File: src/common/aux_pkg.sv
// Constants, channel codes and carrier types for the auxiliary result readout.
// Assumes one 40 MHz device clock and a synchronous active-high reset.
package aux_pkg;

    // ------------------------------------------------------------------
    // Channel sequence
    // ------------------------------------------------------------------
    localparam int AUX_NCH = 21;
    localparam int AUX_NSLOT = 2 * AUX_NCH;

    typedef enum logic [4:0] {
        CH_CELL  = 5'h00, CH_BAT   = 5'h01, CH_REF2  = 5'h02, CH_ZERO  = 5'h03,
        CH_ASUP  = 5'h04, CH_GPIO1 = 5'h05, CH_GPIO2 = 5'h06, CH_GPIO3 = 5'h07,
        CH_GPIO4 = 5'h08, CH_GPIO5 = 5'h09, CH_GPIO6 = 5'h0a, CH_REF3  = 5'h0b,
        CH_OVDAC = 5'h0c, CH_UVDAC = 5'h0d, CH_OTDAC = 5'h0e, CH_UTDAC = 5'h0f,
        CH_WARN  = 5'h10, CH_DSUP  = 5'h11, CH_BIAS  = 5'h12, CH_CSUP  = 5'h13,
        CH_AON   = 5'h14
    } aux_chan_t;

    localparam logic [4:0] AUX_CH_FIRST = 5'h00;
    localparam logic [4:0] AUX_CH_LAST  = 5'h14;
    localparam logic [4:0] AUX_CH_STEP  = 5'h01;

    // ------------------------------------------------------------------
    // Byte selection and diagnostic pattern
    // ------------------------------------------------------------------
    localparam logic [1:0] AUX_BYTE_HI  = 2'h0;
    localparam logic [1:0] AUX_BYTE_MID = 2'h1;
    localparam logic [1:0] AUX_BYTE_LO  = 2'h2;
    localparam logic [7:0] AUX_DIAG_HI  = 8'h80;
    localparam logic [7:0] AUX_DIAG_LO  = 8'h00;
    localparam logic [7:0] AUX_ZERO_B   = 8'h00;

    // ------------------------------------------------------------------
    // Result scaling, for the host's conversion of two's-complement counts
    // ------------------------------------------------------------------
    localparam real AUX_LSB_STD_UV   = 190.7349;
    localparam real AUX_LSB_ASUP_UV  = 381.622;
    localparam real AUX_LSB_CSUP_UV  = 548.47;
    localparam real AUX_LSB_RATIO_PC = 0.00007628;
    localparam real AUX_CELL_GAIN    = 2.0;
    localparam real AUX_WDAC_DIV     = 2.0;
    localparam real AUX_WARN_BASE_C  = 25.0;
    localparam real AUX_WARN_OFS_MV  = 330.0;
    localparam real AUX_WARN_SLOPE   = 1.17;
    localparam real AUX_TRIM_LSB_MV  = 1.0;

    // ------------------------------------------------------------------
    // Sequencer states
    // ------------------------------------------------------------------
    typedef enum logic [3:0] {
        ST_IDLE = 4'h1,
        ST_SCAN = 4'h2,
        ST_WAIT = 4'h4,
        ST_DONE = 4'h8
    } aux_state_t;

    // ------------------------------------------------------------------
    // Carriers
    // ------------------------------------------------------------------
    typedef struct packed {
        logic       cell_route_en;
        logic [2:0] cell_sel;
        logic [5:0] gpio_en;
        logic [5:0] gpio_ratio;
        logic       stack_voltage_enable;
        logic       warn_sensor_input_enable;
        logic       thermistor_bias_enable;
    } aux_ctrl_t;

    typedef struct packed {
        logic       stb;
        logic       raw;
        logic [4:0] ch;
        logic [1:0] sel;
    } aux_rd_t;

    typedef struct packed {
        logic        valid;
        logic [15:0] corr;
        logic [23:0] raw;
    } aux_conv_t;

endpackage : aux_pkg

File: src/verilog/aux_slot.sv
// One result slot: current value, pending value and read lock.
// Assumes rd_hi and rd_lo are one-cycle strobes from the host read decoder.
`timescale 1ns/1ps
module aux_slot
    import aux_pkg::*;
(
    // Clock and reset
    input  wire logic        clk,
    input  wire logic        reset,
    input  wire logic        ce,
    // Update side
    input  wire logic        clear,
    input  wire logic        wr,
    input  wire logic [23:0] wdata,
    // Host read side
    input  wire logic        rd_hi,
    input  wire logic        rd_lo,
    output logic [23:0]      data,
    output logic             valid
);

    typedef struct packed {
        logic [23:0] cur;
        logic [23:0] pend;
        logic        pend_vld;
        logic        locked;
        logic        valid;
    } aux_slot_st_t;

    aux_slot_st_t s_reg;
    aux_slot_st_t s_next;

    always_comb begin
        s_next = s_reg;
        if (clear) begin
            s_next.valid = 1'b0;
        end
        if (rd_lo && s_reg.locked) begin
            s_next.locked = 1'b0;
            if (s_reg.pend_vld) begin
                s_next.cur      = s_reg.pend;
                s_next.pend_vld = 1'b0;
                s_next.valid    = 1'b1;
            end
        end
        if (rd_hi) begin
            s_next.locked = 1'b1;
        end
        if (wr) begin
            // Value is stored as converted, no window check
            if (s_next.locked) begin
                s_next.pend     = wdata;
                s_next.pend_vld = 1'b1;
            end else begin
                s_next.cur   = wdata;
                s_next.valid = 1'b1;
            end
        end
    end

    always_ff @(posedge clk) begin
        if (reset) begin
            s_reg <= '0;
        end else if (ce) begin
            s_reg <= s_next;
        end
    end

    assign data  = s_reg.cur;
    assign valid = s_reg.valid;

    a_lock_holds_low: assert property (@(posedge clk) disable iff (reset)
        ce && s_reg.locked && wr && !rd_lo |=> $stable(s_reg.cur) && s_reg.pend_vld)
        else $error("locked slot value changed on a new conversion");

    a_pend_applied: assert property (@(posedge clk) disable iff (reset)
        ce && s_reg.locked && s_reg.pend_vld && rd_lo && !rd_hi && !wr
        |=> s_reg.cur == $past(s_reg.pend) && !s_reg.locked)
        else $error("pending value not applied at lock release");

    a_free_write: assert property (@(posedge clk) disable iff (reset)
        ce && wr && !s_reg.locked && !rd_hi |=> s_reg.cur == $past(wdata) && s_reg.valid)
        else $error("unlocked write not stored unchanged");

endmodule : aux_slot

File: src/verilog/aux_readout.sv
// Auxiliary converter round sequencer and locked result readout.
// Assumes control bits, start pulse, converter results and host reads all come
// from logic on CLK; the host honours high-byte-first reading.
`timescale 1ns/1ps
module aux_readout
    import aux_pkg::*;
(
    // Clock, reset, enable
    input  wire logic       CLK,
    input  wire logic       RESET,
    input  wire logic       CE,
    // Configuration and start
    input  wire aux_ctrl_t  CTRL,
    input  wire logic       GO,
    // Converter interface
    output logic            SAMPLE_REQ,
    output logic [4:0]      SAMPLE_CH,
    output logic            SAMPLE_RATIO,
    input  wire aux_conv_t  CONV,
    // Analog routing
    output logic            CELL_ROUTE_EN,
    output logic [2:0]      CELL_ROUTE_SEL,
    output logic            CELL_VOLTAGE_WINDOW_PROTECT_SUSPEND,
    output logic            THERM_BIAS_ON,
    output logic            WARN_INPUT_ON,
    // Status
    output logic            BUSY,
    output logic            DRDY,
    // Host result reads
    input  wire aux_rd_t    RD,
    output logic [7:0]      RD_DATA,
    output logic            RD_VALID
);

    // ------------------------------------------------------------------
    // Decoding helpers
    // ------------------------------------------------------------------
    function automatic logic is_gpio(input logic [4:0] ch);
        is_gpio = (ch >= CH_GPIO1) && (ch <= CH_GPIO6);
    endfunction : is_gpio

    function automatic logic [2:0] gpio_idx(input logic [4:0] ch);
        logic [4:0] d;
        d = ch - CH_GPIO1;
        gpio_idx = d[2:0];
    endfunction : gpio_idx

    function automatic logic has_raw(input logic [4:0] ch);
        has_raw = is_gpio(ch) || (ch == CH_BAT);
    endfunction : has_raw

    function automatic logic is_wide(input logic raw, input logic [4:0] ch);
        is_wide = raw && ((ch == CH_GPIO1) || (ch == CH_BAT));
    endfunction : is_wide

    function automatic logic chan_enabled(input logic [4:0] ch, input aux_ctrl_t c);
        if (ch == CH_CELL) begin
            chan_enabled = c.cell_route_en;
        end else if (ch == CH_BAT) begin
            chan_enabled = c.stack_voltage_enable;
        end else if (is_gpio(ch)) begin
            chan_enabled = c.gpio_en[gpio_idx(ch)];
        end else if (ch == CH_WARN) begin
            chan_enabled = c.warn_sensor_input_enable;
        end else begin
            chan_enabled = (ch <= AUX_CH_LAST);
        end
    endfunction : chan_enabled

    function automatic logic ratio_of(input logic [4:0] ch, input aux_ctrl_t c);
        ratio_of = is_gpio(ch) ? c.gpio_ratio[gpio_idx(ch)] : 1'b0;
    endfunction : ratio_of

    function automatic logic [7:0] pick_byte(input logic [23:0] d, input logic vld,
                                             input logic wide, input logic [1:0] sel);
        logic [7:0] b;
        b = AUX_ZERO_B;
        if (!vld) begin
            b = (sel == AUX_BYTE_HI) ? AUX_DIAG_HI : AUX_DIAG_LO;
        end else begin
            case (sel)
                AUX_BYTE_HI:  b = wide ? d[23:16] : d[15:8];
                AUX_BYTE_MID: b = wide ? d[15:8] : AUX_ZERO_B;
                AUX_BYTE_LO:  b = d[7:0];
                default:      b = AUX_ZERO_B;
            endcase
        end
        pick_byte = b;
    endfunction : pick_byte

    // ------------------------------------------------------------------
    // State
    // ------------------------------------------------------------------
    typedef struct packed {
        aux_state_t  st;
        logic [4:0]  ch;
        logic        busy;
        logic        drdy;
        logic        clear;
        logic        req;
        logic [4:0]  req_ch;
        logic        req_ratio;
        logic        route_en;
        logic [2:0]  route_sel;
        logic        cell_voltage_window_protect_susp;
        logic        bias_on;
        logic        warn_on;
        logic [7:0]  rd_data;
        logic        rd_valid;
    } aux_top_st_t;

    aux_top_st_t s_reg;
    aux_top_st_t s_next;

    logic [23:0] slot_data  [AUX_NSLOT];
    logic        slot_valid [AUX_NSLOT];
    logic        wr_en;
    logic        rd_mapped;
    logic [5:0]  rd_idx;
    logic        cur_ratio;
    logic        cur_en;

    assign wr_en     = (s_reg.st == ST_WAIT) && CONV.valid && !GO;
    assign rd_mapped = (RD.ch <= AUX_CH_LAST) && (!RD.raw || has_raw(RD.ch));
    assign rd_idx    = RD.raw ? 6'(AUX_NCH) + 6'(RD.ch) : 6'(RD.ch);
    assign cur_ratio = ratio_of(s_reg.ch, CTRL);
    assign cur_en    = chan_enabled(s_reg.ch, CTRL);

    // ------------------------------------------------------------------
    // Result slots: corrected bank, then uncorrected bank
    // ------------------------------------------------------------------
    for (genvar g = 0; g < AUX_NSLOT; g++) begin : g_slot
        localparam logic       BANK_RAW = (g >= AUX_NCH);
        localparam logic [4:0] SLOT_CH  = 5'(g % AUX_NCH);
        logic sel_me;
        logic wr_me;
        assign sel_me = RD.stb && rd_mapped && (rd_idx == 6'(g));
        assign wr_me  = wr_en && (s_reg.ch == SLOT_CH) && (!BANK_RAW || has_raw(SLOT_CH));
        aux_slot u_slot (
            .clk   (CLK),
            .reset (RESET),
            .ce    (CE),
            .clear (s_reg.clear),
            .wr    (wr_me),
            .wdata (BANK_RAW ? CONV.raw : {AUX_ZERO_B, CONV.corr}),
            .rd_hi (sel_me && (RD.sel == AUX_BYTE_HI)),
            .rd_lo (sel_me && (RD.sel == AUX_BYTE_LO)),
            .data  (slot_data[g]),
            .valid (slot_valid[g])
        );
    end

    // ------------------------------------------------------------------
    // Sequencer and read path
    // ------------------------------------------------------------------
    always_comb begin
        s_next          = s_reg;
        s_next.req      = 1'b0;
        s_next.clear    = 1'b0;
        s_next.rd_valid = 1'b0;

        // Routing follows the control bits; protection paused while routed
        s_next.route_en  = CTRL.cell_route_en;
        s_next.route_sel = CTRL.cell_sel;
        s_next.cell_voltage_window_protect_susp = CTRL.cell_route_en;
        s_next.bias_on   = CTRL.thermistor_bias_enable;
        s_next.warn_on   = CTRL.warn_sensor_input_enable;

        case (s_reg.st)
            ST_IDLE: begin
                s_next.st = ST_IDLE;
            end
            ST_SCAN: begin
                if (cur_en) begin
                    s_next.req       = 1'b1;
                    s_next.req_ch    = s_reg.ch;
                    s_next.req_ratio = cur_ratio;
                    s_next.st        = ST_WAIT;
                end else if (s_reg.ch == AUX_CH_LAST) begin
                    s_next.st = ST_DONE;
                end else begin
                    s_next.ch = s_reg.ch + AUX_CH_STEP;
                end
            end
            ST_WAIT: begin
                if (CONV.valid) begin
                    if (s_reg.ch == AUX_CH_LAST) begin
                        s_next.st = ST_DONE;
                    end else begin
                        s_next.ch = s_reg.ch + AUX_CH_STEP;
                        s_next.st = ST_SCAN;
                    end
                end
            end
            ST_DONE: begin
                s_next.busy = 1'b0;
                s_next.drdy = 1'b1;
                s_next.st   = ST_IDLE;
            end
            default: begin
                s_next.st = ST_IDLE;
            end
        endcase

        // A start during a round abandons it and restarts the sequence
        if (GO) begin
            s_next.st    = ST_SCAN;
            s_next.ch    = AUX_CH_FIRST;
            s_next.busy  = 1'b1;
            s_next.drdy  = 1'b0;
            s_next.clear = 1'b1;
            s_next.req   = 1'b0;
        end

        if (RD.stb) begin
            s_next.rd_valid = 1'b1;
            if (rd_mapped) begin
                s_next.rd_data = pick_byte(slot_data[rd_idx], slot_valid[rd_idx],
                                           is_wide(RD.raw, RD.ch), RD.sel);
            end else begin
                s_next.rd_data = AUX_ZERO_B;
            end
        end
    end

    always_ff @(posedge CLK) begin
        if (RESET) begin
            s_reg    <= '0;
            s_reg.st <= ST_IDLE;
        end else if (CE) begin
            s_reg <= s_next;
        end
    end

    assign SAMPLE_REQ     = s_reg.req;
    assign SAMPLE_CH      = s_reg.req_ch;
    assign SAMPLE_RATIO   = s_reg.req_ratio;
    assign CELL_ROUTE_EN  = s_reg.route_en;
    assign CELL_ROUTE_SEL = s_reg.route_sel;
    assign CELL_VOLTAGE_WINDOW_PROTECT_SUSPEND   = s_reg.cell_voltage_window_protect_susp;
    assign THERM_BIAS_ON  = s_reg.bias_on;
    assign WARN_INPUT_ON  = s_reg.warn_on;
    assign BUSY           = s_reg.busy;
    assign DRDY           = s_reg.drdy;
    assign RD_DATA        = s_reg.rd_data;
    assign RD_VALID       = s_reg.rd_valid;

    // ------------------------------------------------------------------
    // Checks
    // ------------------------------------------------------------------
    a_diag_code: assert property (@(posedge CLK) disable iff (RESET)
        CE && RD.stb && rd_mapped && (RD.sel == AUX_BYTE_HI) && !slot_valid[rd_idx]
        |=> RD_DATA == AUX_DIAG_HI && RD_VALID)
        else $error("unfinished result did not read diagnostic code");

    a_go_busy: assert property (@(posedge CLK) disable iff (RESET)
        CE && GO |=> BUSY && !DRDY && s_reg.st == ST_SCAN)
        else $error("start did not raise busy and drop data ready");

    a_done_flags: assert property (@(posedge CLK) disable iff (RESET)
        CE && (s_reg.st == ST_DONE) && !GO |=> !BUSY && DRDY)
        else $error("round end did not swap busy for data ready");

    a_req_enabled: assert property (@(posedge CLK) disable iff (RESET)
        CE && (s_reg.st == ST_SCAN) && !GO && cur_en
        |=> SAMPLE_REQ && SAMPLE_CH == $past(s_reg.ch))
        else $error("enabled channel not requested");

    a_skip_disabled: assert property (@(posedge CLK) disable iff (RESET)
        CE && (s_reg.st == ST_SCAN) && !cur_en |=> !SAMPLE_REQ)
        else $error("disabled channel was requested");

    a_gpio_mode: assert property (@(posedge CLK) disable iff (RESET)
        CE && (s_reg.st == ST_SCAN) && !GO && cur_en && is_gpio(s_reg.ch)
        |=> SAMPLE_RATIO == $past(cur_ratio))
        else $error("gpio mode not passed with request");

    a_cell_voltage_window_protect_suspend: assert property (@(posedge CLK) disable iff (RESET)
        CE |=> CELL_VOLTAGE_WINDOW_PROTECT_SUSPEND == $past(CTRL.cell_route_en) && CELL_ROUTE_EN == CELL_VOLTAGE_WINDOW_PROTECT_SUSPEND)
        else $error("protection not suspended with cell routing");

endmodule : aux_readout

File: config.mk
export PLATFORM = sky130hd
export DESIGN_NAME = aux_readout
export DESIGN_NICKNAME = d
export VERILOG_FILES = /design/src/common/aux_pkg.sv /design/src/verilog/aux_slot.sv /design/src/verilog/aux_readout.sv
export SDC_FILE = /design/constraint.sdc
export NUM_CORES = 2
export LEC_CHECK = 0
export BUFFER_PORTS_ARGS = -buffer_cell sky130_fd_sc_hd__buf_4
export CAP_MARGIN = 25
export CORE_AREA = 5 5 388 390
export CTS_CLUSTER_SIZE = 24
export DETAILED_ROUTE_END_ITERATION = 12
export DIE_AREA = 0 0 393 395
export PLACE_DENSITY = 0.58
export SETUP_SLACK_MARGIN = 0.3
export SYNTH_ARGS = -nofsm -noshare
export SYNTH_HDL_FRONTEND = slang
export SYNTH_SLANG_ARGS = --single-unit
File: constraint.sdc
create_clock -name CLK -period 6.87 [get_ports CLK]
set_input_delay 0.687 -clock CLK [delete_from_list [all_inputs] [get_ports CLK]]
set_output_delay 0.687 -clock CLK [all_outputs]
set_load 0.03 [all_outputs]
==> results by group <==
Synth
  • Post-synthesis xor/xnor area fraction: 0.00118
  • Largest family of logic cells by synthesized area: simple AND/OR/NAND/NOR gates
  • Post-Syn Instances: 6,520
  • Multiplexer area fraction after synthesis: 0.123
  • Post-synth top flop: dfxtp_1
  • #FFs+latches synth: approximately 1,300
  • Warnings from Yosys: 0
  • Post-synth EDFFs: 0
  • Post-Syn Area: 58,100 um2
  • Post-Synth Adder-Cell Area: 0.00194
  • Async S/R FF share, synth: 0
  • Synth Area in Simple Gates: 0.199
  • Synthesized net count: around 6,600
  • Seq/Total Area, Yosys: 0.440
  • Average instance area after synthesis: 8.92 um2
  • Post-synth cell types: between 100 and 150
  • Synth Area in Compound Gates: 0.180

Job
  • Max cap viols: 0

Timing
  • Worst-Margin Slew: 1170 ps
  • Final setup TNS: 0 ps
  • Hold Vio Cnt, Final: 0
  • RSZ-0062 raised after global routing: no
  • Final period utilization: 0.647
  • Slew headroom: 0.222
  • Fin crit period: about 4400 ps
  • Endpoints failing setup: 0
  • Slew Viols, Final: 0
  • F_max: between 200 and 250 MHz
  • Final Skew: ~34 ps

Layout
  • Area growth syn-to-layout: 11.8%
  • Final Non-Filler Cells: between 8,000 and 9,000
  • Fill count: 14,200
  • Most frequent cells in the layout: dfxtp_1, nor2_1, nand2_1
  • Post-layout net count: ~6,400
  • Max reg flops: 656
  • Share of cells above drive strength 1: 0.137
  • Commonest non-fill, non-tap cell in the layout: dfxtp_1

Outcome
  • Status: completed

Critical path
  • Worst Reg-to-Reg Cells: 9
  • Crit Reg-Reg Endpoint: g_slot[7].u_slot.data[15]
  • Critical path class: reg2reg
  • Critical path capture point type: register
  • Startpoint types: register
  • Reg2Reg Setup Slack: 2420 ps
  • Crit Path Max Fanout: 17
  • Critical R2R Launch: s_reg[34]
  • Worst EP arrival: slightly above 5000 ps
  • CP Data Required Time: 7570 ps

Clock tree
  • CTS tree: yes
  • Skew-Pair Late Insertion Delay: roughly 800 ps
  • Post-CTS Setup Inserts: 0
  • H-tree depth: 4
  • CTS resizes: 0
  • Clock Pin Slew Worst Setup and Hold Paths: 60 ps
  • Clock root buffer: clkbuf_16
  • Max Root-Sink Buffers: 3
  • CTS Hold Bufs: 0
  • CTS buffer count: between 100 and 150
  • CTS Sinks: about 1,300

Floorplan
  • Die Ht: 395 um
  • Core Box Area: about 150,000 um2
  • # rows: between 100 and 150
  • Die Wd: between 300 and 400 um
  • Die ar.: 155,000 um2
  • Top Ports: slightly below 100
  • Starting Density: 0.396

Global routing
  • Vias in the first global route: between 40,000 and 50,000
  • GRT overflow: 0
  • GRT Overall Usage: 0.262
  • Initial antenna violation count: 7
  • Pin count of the biggest net entering global routing: between 200 and 250
  • First-pass GRT wire length: 311 mm

Min path
  • Hold Path Class: in2reg
  • Worst hold stages: 3
  • Min-Delay Startpoint: CTRL[15]
  • Hold EP: CELL_ROUTE_SEL[0]

Routing
  • Final WL: 210 mm
  • Initial drt markers: about 5,300
  • DR pass1 iterations: 6
  • DRC: 0
  • DR vias/cell: around 6.0
  • Via count: roughly 50,000
  • Number of antenna-violating nets in the routed design: 0
  • Avg WL per Cell: 25.2 um

Placed design
  • GPL Wtd Cong: between 0.9 and 1
  • Hpwl dp: between 100 and 150 mm
  • PortBufs: 97
  • Dpl cells: about 8,100

Pwr
  • Power Density: 253 nW/um2
  • P_leak: 22.3 nW
  • Peak VDD IR: 250 uV
## Yosys cell counts (all sizes together) (79+ instances only)
cell | instances | share of area
nor2 | 1053 | 0.068
clkbuf | 383 | 0.025
dfxtp | 1278 | 0.44
a221oi | 79 | 0.013
a21oi | 430 | 0.038
buf | 233 | 0.022
o21a | 133 | 0.017
o22ai | 90 | 0.0099
mux2i | 428 | 0.074
o221a | 143 | 0.028
nand2 | 533 | 0.034
and2 | 119 | 0.013
o21ai | 164 | 0.015
nor3 | 257 | 0.023
inv | 133 | 0.0086
mux4 | 126 | 0.049
nand2b | 117 | 0.013
a211oi | 115 | 0.015
## logic make-up after synthesis
family                   count (synthesis)
buffers and inverters                  750
AO/OA/AOI/OAI                         1443
AND/OR/NAND/NOR                       2476
flip-flops                            1278
multiplexers                           557
adder cells (fa/ha/maj)                  9
XOR/XNOR                                 7
## worst max-delay path, cell delays in order, from the launching register on
cell      delay [ps]
dfxtp_1          380
nor3_1           350
and3_1           490
and2_1           630
and3_1           510
nand3_1          720
a21oi_4          710
buf_4            270
nor2_1            60
a211oi_1         220
## through the flow
step           total power, mW   util  setup slack (ps)  hold slack (ps)  area [um2]
2_1_floorplan             8.26      -              2980              424       58100
3_3_place_gp              8.67  0.408              1830              436       59900
3_5_place_dp              8.68  0.409              1750              440       60000
4_1_cts                   16.6  0.442              2580             91.0       64900
5_1_grt                   17.0  0.443              2290              122       65000
6_report                  16.5  0.443              2420              141       65000
## layout make-up
type | count | area, um2 | share of cell area
sequential | 1278 | 25600 | 0.394
clock buffer | 211 | 4250 | 0.0654
antenna | 6 | 15.0 | 0.000231
tap | 1930 | 2410 | 0.0371
timing repair buffer | 243 | 2060 | 0.0317
multi-input combinational | 4492 | 29600 | 0.455
inverter | 134 | 505 | 0.00778
clock inverter | 49 | 614 | 0.00945
## per-layer routing
| metal | wire length, um | track usage | vias to the layer above |
|---|---|---|---|
| met4 | 10100 | 0.118 | 6 |
| met5 | 41 | 0 | - |
| met2 | 92400 | 0.399 | 2214 |
| met1 | 89500 | 0.357 | 24400 |
| met3 | 17800 | 0.0531 | 483 |
| li1 | - | - | 22700 |
## power breakdown
group          switching, mW  total [mW]  internal [mW]
clock                   3.32        7.92           4.60
combinational          0.830        1.12          0.290
sequential           0.00552        7.42           7.42
total                   4.16        16.5           12.3
## how the worst max path moves through the flow
stage / start / end / slack, ps
finish: s_reg[34] / g_slot[7].u_slot.data[15] / 2420
global route: s_reg[34] / g_slot[7].u_slot.data[7] / 2290
CTS: s_reg[34] / g_slot[14].u_slot.data[19] / 2580
detailed placement: RD[2] / g_slot[19].u_slot.data[10] / 1750
global placement: RD[2] / g_slot[27].u_slot.data[23] / 1830
floorplan: RD[2] / g_slot[3].u_slot.data[10] / 2980
No activity file was read; power rests on OpenSTA's default activity.
